`src/accdet_pkg.sv`:
```
// Shared constants and types for the accessory detection register bank.
package accdet_pkg;

  // Clock and time units.
  localparam int CLK_MHZ = 125;
  localparam int US_CYCLES = CLK_MHZ;
  localparam int US_PER_MS = 1000;
  localparam logic [6:0] US_DIV_LAST = 7'(US_CYCLES - 1);

  // Filter times for jack insertion and removal.
  localparam int DEB_INS_FAST_MS = 3;
  localparam int DEB_REM_FAST_MS = 12;
  localparam int DEB_INS_SLOW_MS = 20;
  localparam int DEB_REM_SLOW_MS = 80;

  // Test pulse widths in microseconds, by select code.
  localparam logic [7:0] PW_SEL0_US = 8'h32;
  localparam logic [7:0] PW_SEL1_US = 8'h19;
  localparam logic [7:0] PW_SEL2_US = 8'h64;
  localparam logic [7:0] PW_SEL3_US = 8'hC8;

  // Register offsets.
  localparam logic [7:0] ADDR_STATE = 8'h19;
  localparam logic [7:0] ADDR_PULSE = 8'h1A;
  localparam logic [7:0] ADDR_SPARE = 8'h1B;
  localparam logic [7:0] ADDR_CLKCTL = 8'h1C;
  localparam logic [7:0] ADDR_POWER = 8'h1D;
  localparam logic [7:0] ADDR_TEST_SEL = 8'h66;
  localparam logic [7:0] ADDR_TEST_VAL = 8'h6F;

  // Field positions.
  localparam int REPORT_BIT = 7;
  localparam int FILTER_BIT = 7;
  localparam int COUNT_LSB = 4;
  localparam int WIDTH_LSB = 2;
  localparam int LEVEL_LSB = 0;
  localparam int SCAN_BIT = 7;
  localparam int PWR_BIT = 7;
  localparam int SLEEP_BIT = 6;

  // Reset values.
  localparam logic [7:0] STATE_RST = 8'h80;
  localparam logic [7:0] PULSE_RST = 8'h15;
  localparam logic [7:0] SPARE_RST = 8'h00;
  localparam logic [7:0] CLKCTL_RST = 8'h01;
  localparam logic [7:0] POWER_RST = 8'h00;
  localparam logic [7:0] TEST_RST = 8'h00;

  // Accessory codes.
  localparam logic [6:0] CODE_NONE = 7'h00;
  localparam logic [6:0] CODE_HS_STD = 7'h01;
  localparam logic [6:0] CODE_HS_SWAP = 7'h02;
  localparam logic [6:0] CODE_MONO_LO = 7'h0A;
  localparam logic [6:0] CODE_MONO_HI = 7'h0F;
  localparam logic [6:0] CODE_HP_LO = 7'h10;
  localparam logic [6:0] CODE_HP_HI = 7'h12;
  localparam logic [6:0] CODE_LINE_BOTH = 7'h1A;
  localparam logic [6:0] CODE_LINE_TIP = 7'h1B;
  localparam logic [6:0] CODE_LINE_RING = 7'h1C;
  localparam logic [6:0] CODE_UNSUP = 7'h1F;

  typedef enum logic [1:0] {PH_IDLE, PH_PULSE, PH_GAP, PH_FINISH} phase_t;

  function automatic logic code_known(input logic [6:0] c);
    code_known = (c == CODE_HS_STD) || (c == CODE_HS_SWAP) ||
                 (c >= CODE_MONO_LO && c <= CODE_MONO_HI) ||
                 (c >= CODE_HP_LO && c <= CODE_HP_HI) ||
                 (c >= CODE_LINE_BOTH && c <= CODE_LINE_RING);
  endfunction : code_known

  function automatic logic [7:0] width_us(input logic [1:0] sel);
    case (sel)
      2'h0: width_us = PW_SEL0_US;
      2'h1: width_us = PW_SEL1_US;
      2'h2: width_us = PW_SEL2_US;
      default: width_us = PW_SEL3_US;
    endcase
  endfunction : width_us

endpackage : accdet_pkg

```
`src/avg_if.sv`:
```
// Link between the pulse sequencer and the result averager.
interface avg_if;
  logic clear;
  logic valid;
  logic [6:0] sample;
  logic [1:0] shift;
  logic [6:0] mean;
  modport ctrl (output clear, output valid, output sample, output shift, input mean);
  modport calc (input clear, input valid, input sample, input shift, output mean);
endinterface : avg_if

```
`src/accessory_detect_config.sv`:
```
// Accessory detection registers, detection pulse sequencer and scan clock gate.
// Notes on behaviour
// - Code 00 nothing; 0A-0F mono; 10-12 headphone; 1F unsupported.
// - Code 01 standard headset, 02 swapped mic/ground.
// - Line cable codes 1A, 1B tip open, 1C ring open.
// - Filter select picks 3/12 or 20/80 ms.
// - Repeat field gives 1, 2, 4, 8 runs; resets 01.
// - Final result averages all repeated runs.
// - Width field gives 50, 25, 100, 200 us; resets 01.
// - Level field gives supply/36, /72, /18, /9; resets 01.
// - Scan clock bit enables button scan clock when allowed.
// - Report bit low forces code; high reports detection.
// - Only a power-on rise reruns detection.
module accessory_detect_config #(
  parameter int DEB_INS_FAST_US = accdet_pkg::DEB_INS_FAST_MS * accdet_pkg::US_PER_MS,
  parameter int DEB_REM_FAST_US = accdet_pkg::DEB_REM_FAST_MS * accdet_pkg::US_PER_MS,
  parameter int DEB_INS_SLOW_US = accdet_pkg::DEB_INS_SLOW_MS * accdet_pkg::US_PER_MS,
  parameter int DEB_REM_SLOW_US = accdet_pkg::DEB_REM_SLOW_MS * accdet_pkg::US_PER_MS
) (
  // Clock and reset
  input wire logic clk_i,
  input wire logic rst_n_i,
  // Register port
  input wire logic [7:0] addr_i,
  input wire logic [7:0] wdata_i,
  input wire logic wr_i,
  input wire logic rd_i,
  output logic [7:0] rdata_o,
  // Jack switch and analog classifier
  input wire logic jack_open_i,
  input wire logic [6:0] probe_code_i,
  // Detection pulse drive
  output logic pulse_o,
  output logic [1:0] pulse_level_o,
  output logic busy_o,
  // Load configuration and status
  output logic [6:0] load_state_o,
  output logic inserted_o,
  output logic power_on_o,
  output logic sleep_mode_o,
  output logic scan_clk_en_o
);

  typedef struct packed {
    logic jack_s1;
    logic jack_s2;
    logic [6:0] probe_s1;
    logic [6:0] probe_s2;
    logic report_mode;
    logic [6:0] state_code;
    logic filter_sel;
    logic [1:0] pulse_count;
    logic [1:0] pulse_width;
    logic [1:0] pulse_level;
    logic [7:0] spare;
    logic scan_clk;
    logic [6:0] clk_rsvd;
    logic [7:0] test_sel;
    logic [7:0] test_val;
    logic power_on;
    logic sleep;
    logic power_prev;
    logic ins_prev;
    accdet_pkg::phase_t phase;
    logic [6:0] us_div;
    logic [7:0] tick_cnt;
    logic [2:0] rep_left;
    logic pulse;
    logic [1:0] run_level;
    logic [1:0] run_count;
    logic [7:0] rdata;
    logic [3:0] samp_cnt;
    logic [14:0] pulse_len;
  } ctl_t;

  ctl_t q;
  ctl_t d;
  logic tick;
  logic inserted;
  logic start;
  logic pulse_end;
  logic [7:0] rd_mux;
  logic [6:0] result;
  logic [7:0] width_last;

  avg_if av ();

  // The jack filter counts microsecond enables, not clock cycles.
  jack_filter #(
    .INS_FAST(DEB_INS_FAST_US),
    .REM_FAST(DEB_REM_FAST_US),
    .INS_SLOW(DEB_INS_SLOW_US),
    .REM_SLOW(DEB_REM_SLOW_US)
  ) u_filter (
    .clk_i(clk_i),
    .rst_n_i(rst_n_i),
    .tick_i(tick),
    .raw_i(q.jack_s2),
    .slow_i(q.filter_sel),
    .level_o(inserted)
  );

  pulse_avg u_avg (
    .clk_i(clk_i),
    .rst_n_i(rst_n_i),
    .av(av.calc)
  );

  assign tick = (q.us_div == accdet_pkg::US_DIV_LAST);
  assign width_last = accdet_pkg::width_us(q.pulse_width) - 8'h01;
  assign pulse_end = tick && (q.tick_cnt == width_last);

  // A fresh run needs the power bit to rise while an accessory is present.
  assign start = q.power_on && !q.power_prev && inserted
                 && (q.phase == accdet_pkg::PH_IDLE);

  // A mean of the classifier reports that falls outside the table reads as unsupported.
  always_comb begin
    if (!inserted) begin
      result = accdet_pkg::CODE_NONE;
    end else if (accdet_pkg::code_known(av.mean)) begin
      result = av.mean;
    end else begin
      result = accdet_pkg::CODE_UNSUP;
    end
  end

  always_comb begin
    case (addr_i)
      accdet_pkg::ADDR_STATE: rd_mux = {q.report_mode, q.state_code};
      accdet_pkg::ADDR_PULSE: rd_mux = {q.filter_sel, 1'b0, q.pulse_count,
                                        q.pulse_width, q.pulse_level};
      accdet_pkg::ADDR_SPARE: rd_mux = q.spare;
      accdet_pkg::ADDR_CLKCTL: rd_mux = {q.scan_clk, q.clk_rsvd};
      accdet_pkg::ADDR_POWER: rd_mux = {q.power_on, q.sleep, 6'h00};
      accdet_pkg::ADDR_TEST_SEL: rd_mux = q.test_sel;
      accdet_pkg::ADDR_TEST_VAL: rd_mux = q.test_val;
      default: rd_mux = 8'h00;
    endcase
  end

  assign av.sample = q.probe_s2;
  // The shift is taken at run start so that a write to the repeat field during a run
  // cannot skew the mean.
  assign av.shift = q.run_count;

  always_comb begin
    d = q;
    av.clear = 1'b0;
    av.valid = 1'b0;
    d.jack_s1 = jack_open_i;
    d.jack_s2 = q.jack_s1;
    d.probe_s1 = probe_code_i;
    d.probe_s2 = q.probe_s1;
    d.us_div = tick ? 7'h00 : q.us_div + 7'h01;
    d.power_prev = q.power_on;
    d.ins_prev = inserted;
    d.rdata = rd_i ? rd_mux : 8'h00;
    d.pulse_len = q.pulse ? q.pulse_len + 15'h0001 : 15'h0000;

    if (wr_i) begin
      case (addr_i)
        accdet_pkg::ADDR_STATE: begin
          d.report_mode = wdata_i[accdet_pkg::REPORT_BIT];
          d.state_code = wdata_i[6:0];
        end
        accdet_pkg::ADDR_PULSE: begin
          d.filter_sel = wdata_i[accdet_pkg::FILTER_BIT];
          d.pulse_count = wdata_i[accdet_pkg::COUNT_LSB +: 2];
          d.pulse_width = wdata_i[accdet_pkg::WIDTH_LSB +: 2];
          d.pulse_level = wdata_i[accdet_pkg::LEVEL_LSB +: 2];
        end
        accdet_pkg::ADDR_SPARE: begin
          d.spare = wdata_i;
        end
        accdet_pkg::ADDR_CLKCTL: begin
          d.scan_clk = wdata_i[accdet_pkg::SCAN_BIT];
          d.clk_rsvd = wdata_i[6:0];
        end
        accdet_pkg::ADDR_POWER: begin
          d.power_on = wdata_i[accdet_pkg::PWR_BIT];
          d.sleep = wdata_i[accdet_pkg::SLEEP_BIT];
        end
        accdet_pkg::ADDR_TEST_SEL: begin
          d.test_sel = wdata_i;
        end
        accdet_pkg::ADDR_TEST_VAL: begin
          d.test_val = wdata_i;
        end
        default: begin
        end
      endcase
    end

    // Sequencer updates come after the register writes so that a result
    // landing in the same cycle as a software write is not lost.
    unique case (q.phase)
      accdet_pkg::PH_IDLE: begin
        if (start) begin
          av.clear = 1'b1;
          d.rep_left = 3'((4'h1 << q.pulse_count) - 4'h1);
          d.tick_cnt = 8'h00;
          d.samp_cnt = 4'h0;
          d.pulse = 1'b1;
          d.run_level = q.pulse_level;
          d.run_count = q.pulse_count;
          d.phase = accdet_pkg::PH_PULSE;
        end
      end
      accdet_pkg::PH_PULSE: begin
        if (pulse_end) begin
          av.valid = 1'b1;
          d.pulse = 1'b0;
          d.samp_cnt = q.samp_cnt + 4'h1;
          d.rep_left = q.rep_left - 3'h1;
          d.phase = (q.rep_left == 3'h0) ? accdet_pkg::PH_FINISH
                                         : accdet_pkg::PH_GAP;
        end else if (tick) begin
          d.tick_cnt = q.tick_cnt + 8'h01;
        end
      end
      accdet_pkg::PH_GAP: begin
        if (tick) begin
          d.tick_cnt = 8'h00;
          d.pulse = 1'b1;
          d.phase = accdet_pkg::PH_PULSE;
        end
      end
      accdet_pkg::PH_FINISH: begin
        if (q.report_mode) begin
          d.state_code = result;
        end
        d.phase = accdet_pkg::PH_IDLE;
      end
    endcase

    // Pulling the accessory out ends any run and clears the reported code.
    if (q.ins_prev && !inserted) begin
      d.pulse = 1'b0;
      d.phase = accdet_pkg::PH_IDLE;
      if (q.report_mode) begin
        d.state_code = accdet_pkg::CODE_NONE;
      end
    end
  end

  always_ff @(posedge clk_i or negedge rst_n_i) begin
    if (!rst_n_i) begin
      q <= '0;
      q.report_mode <= accdet_pkg::STATE_RST[accdet_pkg::REPORT_BIT];
      q.state_code <= accdet_pkg::STATE_RST[6:0];
      q.filter_sel <= accdet_pkg::PULSE_RST[accdet_pkg::FILTER_BIT];
      q.pulse_count <= accdet_pkg::PULSE_RST[accdet_pkg::COUNT_LSB +: 2];
      q.pulse_width <= accdet_pkg::PULSE_RST[accdet_pkg::WIDTH_LSB +: 2];
      q.pulse_level <= accdet_pkg::PULSE_RST[accdet_pkg::LEVEL_LSB +: 2];
      q.spare <= accdet_pkg::SPARE_RST;
      q.scan_clk <= accdet_pkg::CLKCTL_RST[accdet_pkg::SCAN_BIT];
      q.clk_rsvd <= accdet_pkg::CLKCTL_RST[6:0];
      q.power_on <= accdet_pkg::POWER_RST[accdet_pkg::PWR_BIT];
      q.sleep <= accdet_pkg::POWER_RST[accdet_pkg::SLEEP_BIT];
      q.test_sel <= accdet_pkg::TEST_RST;
      q.test_val <= accdet_pkg::TEST_RST;
      q.phase <= accdet_pkg::PH_IDLE;
    end else begin
      q <= d;
    end
  end

  assign rdata_o = q.rdata;
  assign pulse_o = q.pulse;
  assign pulse_level_o = q.run_level;
  assign busy_o = (q.phase != accdet_pkg::PH_IDLE);
  assign load_state_o = q.state_code;
  assign inserted_o = inserted;
  assign power_on_o = q.power_on;
  // Sleep has no meaning while the device is powered down.
  assign sleep_mode_o = q.sleep && q.power_on;
  assign scan_clk_en_o = q.scan_clk && inserted && q.power_on && !q.sleep;
endmodule : accessory_detect_config

```
`src/jack_filter.sv`:
```
// Asymmetric debounce of the jack switch level.
module jack_filter #(
  parameter int INS_FAST = 3000,
  parameter int REM_FAST = 12000,
  parameter int INS_SLOW = 20000,
  parameter int REM_SLOW = 80000
) (
  // Clock and reset
  input wire logic clk_i,
  input wire logic rst_n_i,
  // Microsecond enable, synchronised level and time select
  input wire logic tick_i,
  input wire logic raw_i,
  input wire logic slow_i,
  // Filtered level, high while an accessory sits in the jack
  output logic level_o
);

  typedef struct packed {
    logic level;
    logic [16:0] cnt;
  } filt_t;

  filt_t q;
  filt_t d;
  logic [16:0] limit;

  always_comb begin
    if (q.level) begin
      limit = slow_i ? 17'(REM_SLOW) : 17'(REM_FAST);
    end else begin
      limit = slow_i ? 17'(INS_SLOW) : 17'(INS_FAST);
    end
  end

  always_comb begin
    d = q;
    if (raw_i == q.level) begin
      d.cnt = 17'h00000;
    end else if (tick_i) begin
      if (q.cnt >= limit - 17'h00001) begin
        d.level = raw_i;
        d.cnt = 17'h00000;
      end else begin
        d.cnt = q.cnt + 17'h00001;
      end
    end
  end

  assign level_o = q.level;

  always_ff @(posedge clk_i or negedge rst_n_i) begin
    if (!rst_n_i) begin
      q <= '0;
    end else begin
      q <= d;
    end
  end
endmodule : jack_filter

```
`src/pulse_avg.sv`:
```
// Accumulates pulse test results and divides by the repeat count.
module pulse_avg (
  // Clock and reset
  input wire logic clk_i,
  input wire logic rst_n_i,
  // Sequencer link
  avg_if.calc av
);

  typedef struct packed {
    logic [9:0] sum;
  } avg_t;

  avg_t q;
  avg_t d;

  always_comb begin
    d = q;
    if (av.clear) begin
      d.sum = 10'h000;
    end else if (av.valid) begin
      d.sum = q.sum + {3'h0, av.sample};
    end
  end

  // Eight samples of 127 fit in ten bits, so the sum never wraps.
  assign av.mean = 7'(q.sum >> av.shift);

  always_ff @(posedge clk_i or negedge rst_n_i) begin
    if (!rst_n_i) begin
      q <= '0;
    end else begin
      q <= d;
    end
  end
endmodule : pulse_avg

```
`config.mk`:
```
export PLATFORM = sky130hd
export DESIGN_NAME = accessory_detect_config
export DESIGN_NICKNAME = d
export VERILOG_FILES = /design/src/accdet_pkg.sv /design/src/avg_if.sv /design/src/accessory_detect_config.sv /design/src/jack_filter.sv /design/src/pulse_avg.sv
export SDC_FILE = /design/constraint.sdc
export NUM_CORES = 1
export LEC_CHECK = 0
export ABC_AREA = 1
export CORE_MARGIN = 1
export CORE_UTILIZATION = 56
export CTS_CLUSTER_SIZE = 20
export DETAILED_ROUTE_END_ITERATION = 10
export DONT_BUFFER_PORTS = 1
export HOLD_SLACK_MARGIN = 0.12
export PLACE_DENSITY = 0.68
export SLEW_MARGIN = 10
export SYNTH_ARGS = -nofsm -noshare
export SYNTH_HDL_FRONTEND = slang
export SYNTH_SLANG_ARGS = --single-unit
```
`constraint.sdc`:
```
create_clock -name clk_i -period 3.42 [get_ports clk_i]
set_input_delay 0.342 -clock clk_i [delete_from_list [all_inputs] [get_ports clk_i]]
set_output_delay 0.342 -clock clk_i [all_outputs]
set_load 0.02 [all_outputs]
```
==> metrics.md, run 1 <==
| Metric | Value |
|---|---|
| CTS Buf Count | 17 |
| GPL Wtd Cong | 0.878 |
| Die Y | 115 um |
| DRC Markers | 0 |
| Pre-CTS setup slack | 895 ps |
| Area of the multi-input gates | 0.00332 mm^2 |
| Final period utilization | 74.8% |
| Core area | 0.0126 mm^2 |
| Reg2reg path depth | 11 |
| CP arrival | 2880 ps |
| Post-DP HPWL | 11.9 mm |
| Synthesized flop and latch total | 128 |
| Final setup violating endpoints | 0 |
| Synth warn | 0 |
| Top Usage Layer GRT | met2 |
| Area delta synth->final | 11.2% |
| Crit Path Category | reg2reg |
| VDD IR max | 0.000406 V |
| Clock skew | 11.5 ps |
| Reg-to-Reg Start | q[94]$_DFFE_PN0P_ |
| Diodes inserted | 0 |
| Layout cells sized above 1 | 8.23% |
| Unrepaired setup endpoints after global routing | no |
| Vias | 5965 |
| Clk buf depth | 2 |
| CTS Sinks | 128 |
| Vias in the first global route | 5733 |
| Grt met1 use | 34.7% |
| Worst hold path class | in2reg |
| Crit path buffers/inverters | 2 |
| Status | completed |
| Die ar. | 0.0133 mm^2 |
| CP delay by family, top | simple AND/OR/NAND/NOR gates |
| Final Net Count | 963 |
| Post-Syn Nets | 957 |
| Worst-path clk slew | 60 ps |
| Sequential fraction of the synthesis area | 44.6% |
| WHS Endpoint | q[78]$_DFFE_PN0P_ |
| Largest net degree at the start of global routing | 129 |
| Critical Path Slowest Stage Cell | dfrtp_1 |
| Fmax | 391 MHz |
| Initial antenna violation count | 0 |
| 1st-pass router iterations | 5 |
| PD cells | 507 mW/mm^2 |
| CTS Root Cell | clkbuf_16 |
| Worst Path Max Fanout | 15 |
| Grt met3 use | 7.27% |
| Post-Place Cell Area | 0.00719 mm^2 |
| Rows | 41 |
| CP endpoint kind | flip-flop |
| Initial detailed-routing violation count | 474 |
| Setup TNS | 0 ps |
| GR Overflow Total | 0 |
| Vias per cell | 5.51 |
| Initial Util | 57.2% |
| CTS tree | done |
| Met2 usage | 43.3% |
| Total Routing Usage GR | 26.7% |
| Rel. slew slack | 56.8% |
| Synth Cell Area | 0.00719 mm^2 |
| Lkg Pwr | 3.86 nW |
| Die X-Extent | 115 um |
| Number of max-slew violations in the final report | 0 |
| Worst-Skew Late Latency | 420 ps |
| Hold depth | 2 |
| Port bufs | 0 |
| CP required | 3740 ps |
| Post-synth cell types | 49 |
| CTS H-tree depth | 4 |
| Routed len/inst | 15.1 um |
| Final Power | 4.06 mW |
| Fin crit period | 2560 ps |
| Crit path cell chain | inv_1 -> ha_1 -> inv_1 -> ha_1 -> a21oi_1 -> o21ai_0 -> a21oi_1 -> nand4_1 -> nor2_4 -> nand2_1 -> o21ai_0 |
| Finished Cell Area | 0.00800 mm^2 |
| Final ANT Viol Nets | 0 |
| Worst r2r dst | u_filter.q[9]$_DFFE_PN0P_ |
| R2R setup slack | 860 ps |
| Max-capacitance violation count | 0 |
| Biggest cell delay along the critical path | 460 ps |
| Crit path launch type | flip-flop |
| Worst-margin pin slew | 648 ps |
| Syn Area/Cell | 8.06 um^2 |
| Setup ws final | 863 ps |
| Mapped Cells | 892 |
| Final hold viol count | 0 |
| WL final | 16.3 mm |
| Io pins | 51 |
| Seq. cell area | 0.00321 mm^2 |
| Layout fillers | 1087 |
| First-pass GRT wire length | 27.3 mm |
| Worst hold start | wdata_i[6] |
through the flow:
| step | hold slack [ps] | instances | utilization [%] |
|---|---|---|---|
| 6_report | 140 | 1083 | 63.7 |
| 5_1_grt | 137 | 1083 | 63.7 |
| 4_1_cts | 121 | 1083 | 63.7 |
| 3_5_place_dp | 50.8 | 1033 | 57.2 |
| 3_3_place_gp | 51.0 | 1033 | 57.2 |
| 2_1_floorplan | 46.4 | 892 | - |
power breakdown:
part	internal [mW]	leakage, nW	total (mW)	switching, mW
logic	0.168	1.97	0.526	0.359
clock network	1.15	0.280	1.85	0.702
registers	1.60	1.61	1.68	0.0770
worst max-delay path by stage:
| stage | start | to | cells past startpoint |
|---|---|---|---|
| CTS | q[94]$_DFFE_PN0P_ | u_filter.q[9]$_DFFE_PN0P_ | 11 |
| floorplan | u_filter.level_o$_DFFE_PN0P_ | u_filter.q[14]$_DFFE_PN0P_ | 12 |
| global placement | q[94]$_DFFE_PN0P_ | u_filter.q[10]$_DFFE_PN0P_ | 11 |
| detailed placement | q[94]$_DFFE_PN0P_ | u_filter.q[2]$_DFFE_PN0P_ | 11 |
| finish | q[94]$_DFFE_PN0P_ | u_filter.q[9]$_DFFE_PN0P_ | 11 |
| global route | q[94]$_DFFE_PN0P_ | u_filter.q[9]$_DFFE_PN0P_ | 11 |
worst reg2reg max path: cells and delay by family (launching register included):
family / cells / cell delay [ps]
simple gates: 3 / 740
buf+inv: 2 / 170
flops: 1 / 460
compound gates: 4 / 490
fa+ha+maj: 2 / 610
layer usage:
layer	vias up	part of all wire, %
met4	0	1.3
met1	2836	46
met5	-	0
met2	171	48
met3	21	5.2
li1	2937	-
layout by cell type (no fill, tap or decap), types with 2 or more instances in the layout:
cell / Yosys / layout
a21oi_1: 50 / 50
nor2_1: 40 / 40
o21ai_1: 20 / 20
nor3_2: 2 / 2
o21ai_0: 85 / 85
bufinv_16: 0 / 3
o21a_1: 2 / 2
inv_1: 111 / 111
o221ai_1: 2 / 2
o22ai_1: 11 / 11
clkinv_4: 0 / 3
nor2_2: 4 / 4
dlygate4sd3_1: 0 / 17
nand3_1: 54 / 54
nand2_1: 219 / 219
xnor2_1: 7 / 7
xor2_1: 12 / 12
nor3_1: 13 / 13
nand2_2: 9 / 9
ha_1: 36 / 36
or2_2: 5 / 5
o21bai_1: 2 / 2
inv_2: 5 / 5
clkinvlp_4: 0 / 6
dfrtp_1: 123 / 123
clkbuf_16: 0 / 17
nor2_4: 4 / 4
nand4_1: 19 / 19
dfstp_2: 5 / 5
cell families (layout without fill, tap and decap cells):
family / after synthesis / count (layout) / synth area share [%]
AND/OR/NAND/NOR: 379 / 379 / 23.9
AO/OA/AOI/OAI: 179 / 179 / 13.2
buffers and inverters: 148 / 167 / 9.17
flip-flops: 128 / 128 / 44.6
adder cells (fa/ha/maj): 37 / 37 / 6.54
XOR/XNOR: 20 / 20 / 2.54
other: 1 / 1 / 0.0521
sequential cells by signal, summed over array words and instances, names as in the netlist:
name,cells
pulse_level_o,2
load_state_o,7
av.shift,2
u_filter.q,17
power_on_o,1
rdata_o,8
u_avg.q,10
u_filter.level_o,1
av.sample,7
d,8
pulse_o,1
q,64
layout make-up:
cell class / count / share of cell area (%)
clock buffers: 17 / 5.32
clock inverters: 15 / 2.33
inverters: 116 / 5.44
multi-input cells: 616 / 41.5
flip-flops and latches: 128 / 40.1
well taps: 172 / 2.69
repair buffers: 19 / 2.56
timing repair:
action | CTS | global route
hold endpoints to repair | 157 | 0
gates resized for setup | 0 | 0
hold buffers | 18 | 0
setup buffers | 0 | 0
Yosys cell counts, drive strengths merged:
| library cell | n | area [um^2] |
|---|---|---|
| and3 | 1 | 6.26 |
| o31ai | 1 | 7.51 |
| xor2 | 13 | 121 |
| ha | 36 | 450 |
| o22ai | 11 | 68.8 |
| o221ai | 2 | 17.5 |
| dfrtp | 123 | 3080 |
| inv | 116 | 435 |
| o2111ai | 1 | 8.76 |
| o211ai | 1 | 7.51 |
| o21bai | 2 | 15.0 |
| nand3 | 55 | 280 |
| a21o | 1 | 7.51 |
| xnor2 | 7 | 61.3 |
| nor4 | 2 | 27.5 |
| nor2 | 48 | 220 |
| dfstp | 5 | 131 |
| clkbuf | 6 | 23.8 |
| nor3b | 1 | 7.51 |
| conb | 1 | 3.75 |
| buf | 26 | 200 |
| o21ai | 105 | 526 |
| and2 | 2 | 12.5 |
| nand2 | 228 | 878 |
| nor3 | 16 | 101 |
| nand4 | 21 | 153 |
| fa | 1 | 20.0 |
| a211oi | 2 | 20.0 |
| a21oi | 50 | 250 |
| a31oi | 1 | 6.26 |
| o21a | 2 | 15.0 |
| or2 | 5 | 31.3 |
Power figures use the tool's default switching activity.
==> run 2, diff against run 1 <==
- clock period: 3.42 -> 2.45 ns (I/O delays scaled with it)
==> run 2 against run 1 <==
Net effect: the flow now finishes with violations (hold timing); wire length up 0.35%; power up 38%; global-route usage up 0.28 points; critical endpoint is now u_filter.level_o$_DFFE_PN0P_; largest power group unchanged; highest routed layer unchanged.
==> metrics.md, run 2 (synthesis results as in run 1) <==
| Metric | Value |
|---|---|
| Status | complete, but fails checks |
| Violated checks | hold timing |
| GR Overflow Total | 0 (unchanged) |
| Hold Slack | -480 ps (-621 ps) |
| CP arrival | 2570 ps (-310 ps) |
| Clock skew | 15.0 ps (+3.52 ps) |
| Routed len/inst | 15.0 um (-0.66%) |
| Start point of the critical path | q[94]$_DFFE_PN0P_ |
| Fmax | 443 MHz (+13%) |
| CTS Sinks | 128 (unchanged) |
| Post-DP HPWL | 12.0 mm (+1.0%) |
| Final Net Count | 974 (+1.1%) |
| Worst Path Max Fanout | 7 (-8) |
| Initial detailed-routing violation count | 349 (-26%) |
| Io pins | 51 (unchanged) |
| Hold-fix buffers, CTS | 18 (unchanged) |
| Finished Cell Area | 0.00807 mm^2 (+0.80%) |
| Rows | 41 (unchanged) |
| Area delta synth->final | 12.1% |
| WL final | 16.4 mm (+0.35%) |
| Vias | 5923 (-0.70%) |
| Total Routing Usage GR | 27.0% (+0.28 points) |
| Lkg Pwr | 3.92 nW (+1.5%) |
| GPL Wtd Cong | 0.871 (-0.77%) |
| DRC Markers | 0 (unchanged) |
| Critical Path Sink | u_filter.level_o$_DFFE_PN0P_ |
| Layout cells sized above 1 | 9.33% (+1.1 points) |
| Crit path cell chain | inv_1 -> ha_1 -> inv_1 -> ha_1 -> a21oi_1 -> o21ai_0 -> a21oi_1 -> nand4_1 -> buf_4 -> nand2_1 -> nand2_1 -> o21ai_0 -> inv_1 |
| Worst-path clk slew | 60 ps (about the same) |
| Worst-margin pin slew | 580 ps (-68.1 ps) |
| R2R setup slack | 190 ps (-670 ps) |
| Vias per cell | 5.41 (-1.7%) |
| CTS Root Cell | clkbuf_16 |
| Commonest non-fill, non-tap cell in the layout | nand2_1 |
| Final period utilization | 92.1% (+17 points) |
| Vias in the first global route | 5668 (-1.1%) |
| Biggest regs | q: 64 flops, u_filter.q: 17 flops, u_avg.q: 10 flops |
| Number of max-slew violations in the final report | 0 (unchanged) |
| Critical Path Slowest Stage Cell | dfrtp_2 |
| CP required | 2760 ps (-980 ps) |
| Core area | 0.0126 mm^2 (unchanged) |
| Final hold viol count | 128 (+128) |
| Biggest cell delay along the critical path | 420 ps (-40 ps) |
| Die ar. | 0.0133 mm^2 (unchanged) |
| Worst r2r dst | u_filter.level_o$_DFFE_PN0P_ |
| Most Frequent Cell on Critical Path | inv_1 |
| CTS Buf Count | 17 (unchanged) |
| Initial Util | 57.2% (unchanged) |
| Reg-to-Reg Start | q[94]$_DFFE_PN0P_ |
| Max reg flops | 64 (unchanged) |
| Final ANT Viol Nets | 0 (unchanged) |
| VDD IR max | 0.000603 V (+49%) |
| Initial antenna violation count | 0 (unchanged) |
| Final Power | 5.59 mW (+38%) |
| CTS H-tree depth | 4 (unchanged) |
| Die X-Extent | 115 um (unchanged) |
| Max-capacitance violation count | 0 (unchanged) |
| Worst hold path class | in2async |
| PD cells | 694 mW/mm^2 (+37%) |
| 1st-pass router iterations | 5 (unchanged) |
| Final setup violating endpoints | 0 (unchanged) |
| Diodes inserted | 0 (unchanged) |
| Post-Place Cell Area | 0.00725 mm^2 (+0.75%) |
| Layout fillers | 1079 (-0.74%) |
| CTS tree | done |
| Crit path launch type | flip-flop |
| Port bufs | 0 (unchanged) |
| Reg2reg path depth | 13 (+2) |
| Largest net degree at the start of global routing | 129 (unchanged) |
| Crit Path Category | reg2reg |
| Rel. slew slack | 61.3% (+4.5 points) |
| CP endpoint kind | flip-flop |
| Clk buf depth | 2 (unchanged) |
| Worst-Skew Late Latency | 430 ps (about the same) |
| Fin crit period | 2260 ps (-301 ps) |
| Biggest register | q |
| First-pass GRT wire length | 27.4 mm (+0.53%) |
| Most frequent cells in the layout | nand2_1 (219), dfrtp_1 (121), inv_1 (111) |
| Die Y | 115 um (unchanged) |
run 2: changes by cell type in the layout (fill, tap and decap cells not counted), moves of 2 or more:
cell,change
inv_6,+2
buf_4,+10
dfrtp_2,+2
clkinvlp_4,-4
dfrtp_1,-2
run 2: final cells by class:
class	instances	area [um^2]	area share [%]
well taps	172	215	2.67
clock inverters	13	153	1.89
inverters	116	435	5.40
clock buffers	19	443	5.49
multi-input cells	616	3320	41.2
repair buffers	30	283	3.51
flip-flops and latches	128	3210	39.8
run 2: power by group:
part	internal [mW]	switching [mW]	leakage [nW]	total, mW
sequential	2.23	0.110	1.60	2.34
combinational	0.254	0.472	2.03	0.726
clock	1.54	0.982	0.286	2.52
total	4.03	1.56	3.92	5.59
run 2: worst max-delay path: cells and delay by family, from the launching register on:
| family | cells | cell delay [ps] |
|---|---|---|
| adders and majority gates | 2 | 610 |
| and+or+nand+nor | 3 | 280 |
| AOI/OAI and AO/OA | 4 | 450 |
| DFF | 1 | 420 |
| buffers and inverters | 4 | 390 |
run 2: worst min path at each step:
stage | cells after the start | start | to | slack (ps)
2_1_floorplan | 0 | rst_n_i | av.sample[0]$_DFF_PN0_ | -50
3_5_place_dp | 0 | rst_n_i | q[45]$_DFF_PN0_ | -50
3_3_place_gp | 0 | rst_n_i | q[36]$_DFFE_PN0P_ | -50
6_report | 0 | rst_n_i | q[44]$_DFF_PN0_ | -480
5_1_grt | 0 | rst_n_i | u_filter.q[9]$_DFFE_PN0P_ | -510
4_1_cts | 0 | rst_n_i | u_filter.q[9]$_DFFE_PN0P_ | -500
run 2: per-stage QoR:
step | utilization [%] | TNS [ps] | cells | hold WS [ps] | setup slack (ps)
final | 64.2 | 0 | 1094 | -480 | 194
after global placement | 57.7 | 0 | 1040 | -46.6 | 154
after floorplan | - | 0 | 892 | -50.6 | 110
after global routing | 64.2 | -12.8 | 1094 | -507 | -12.8
after detailed placement | 57.7 | 0 | 1040 | -45.5 | 23.9
after CTS | 63.8 | 0 | 1090 | -503 | 19.0
run 2: what timing repair did:
item / CTS / global route
endpoints found under the hold margin: 182 / 128
setup buffers: 0 / 4
gates resized for setup: 0 / 2
endpoints found under the setup margin: 0 / 17
run 2: layer usage:
layer	vias to the layer above	wire length [um]	GRT usage, %
met2	138	7910	43.9
met1	2811	7380	34.5
met5	-	0	0
met4	0	274	10.6
met3	19	813	7.01
li1	2955	-	-
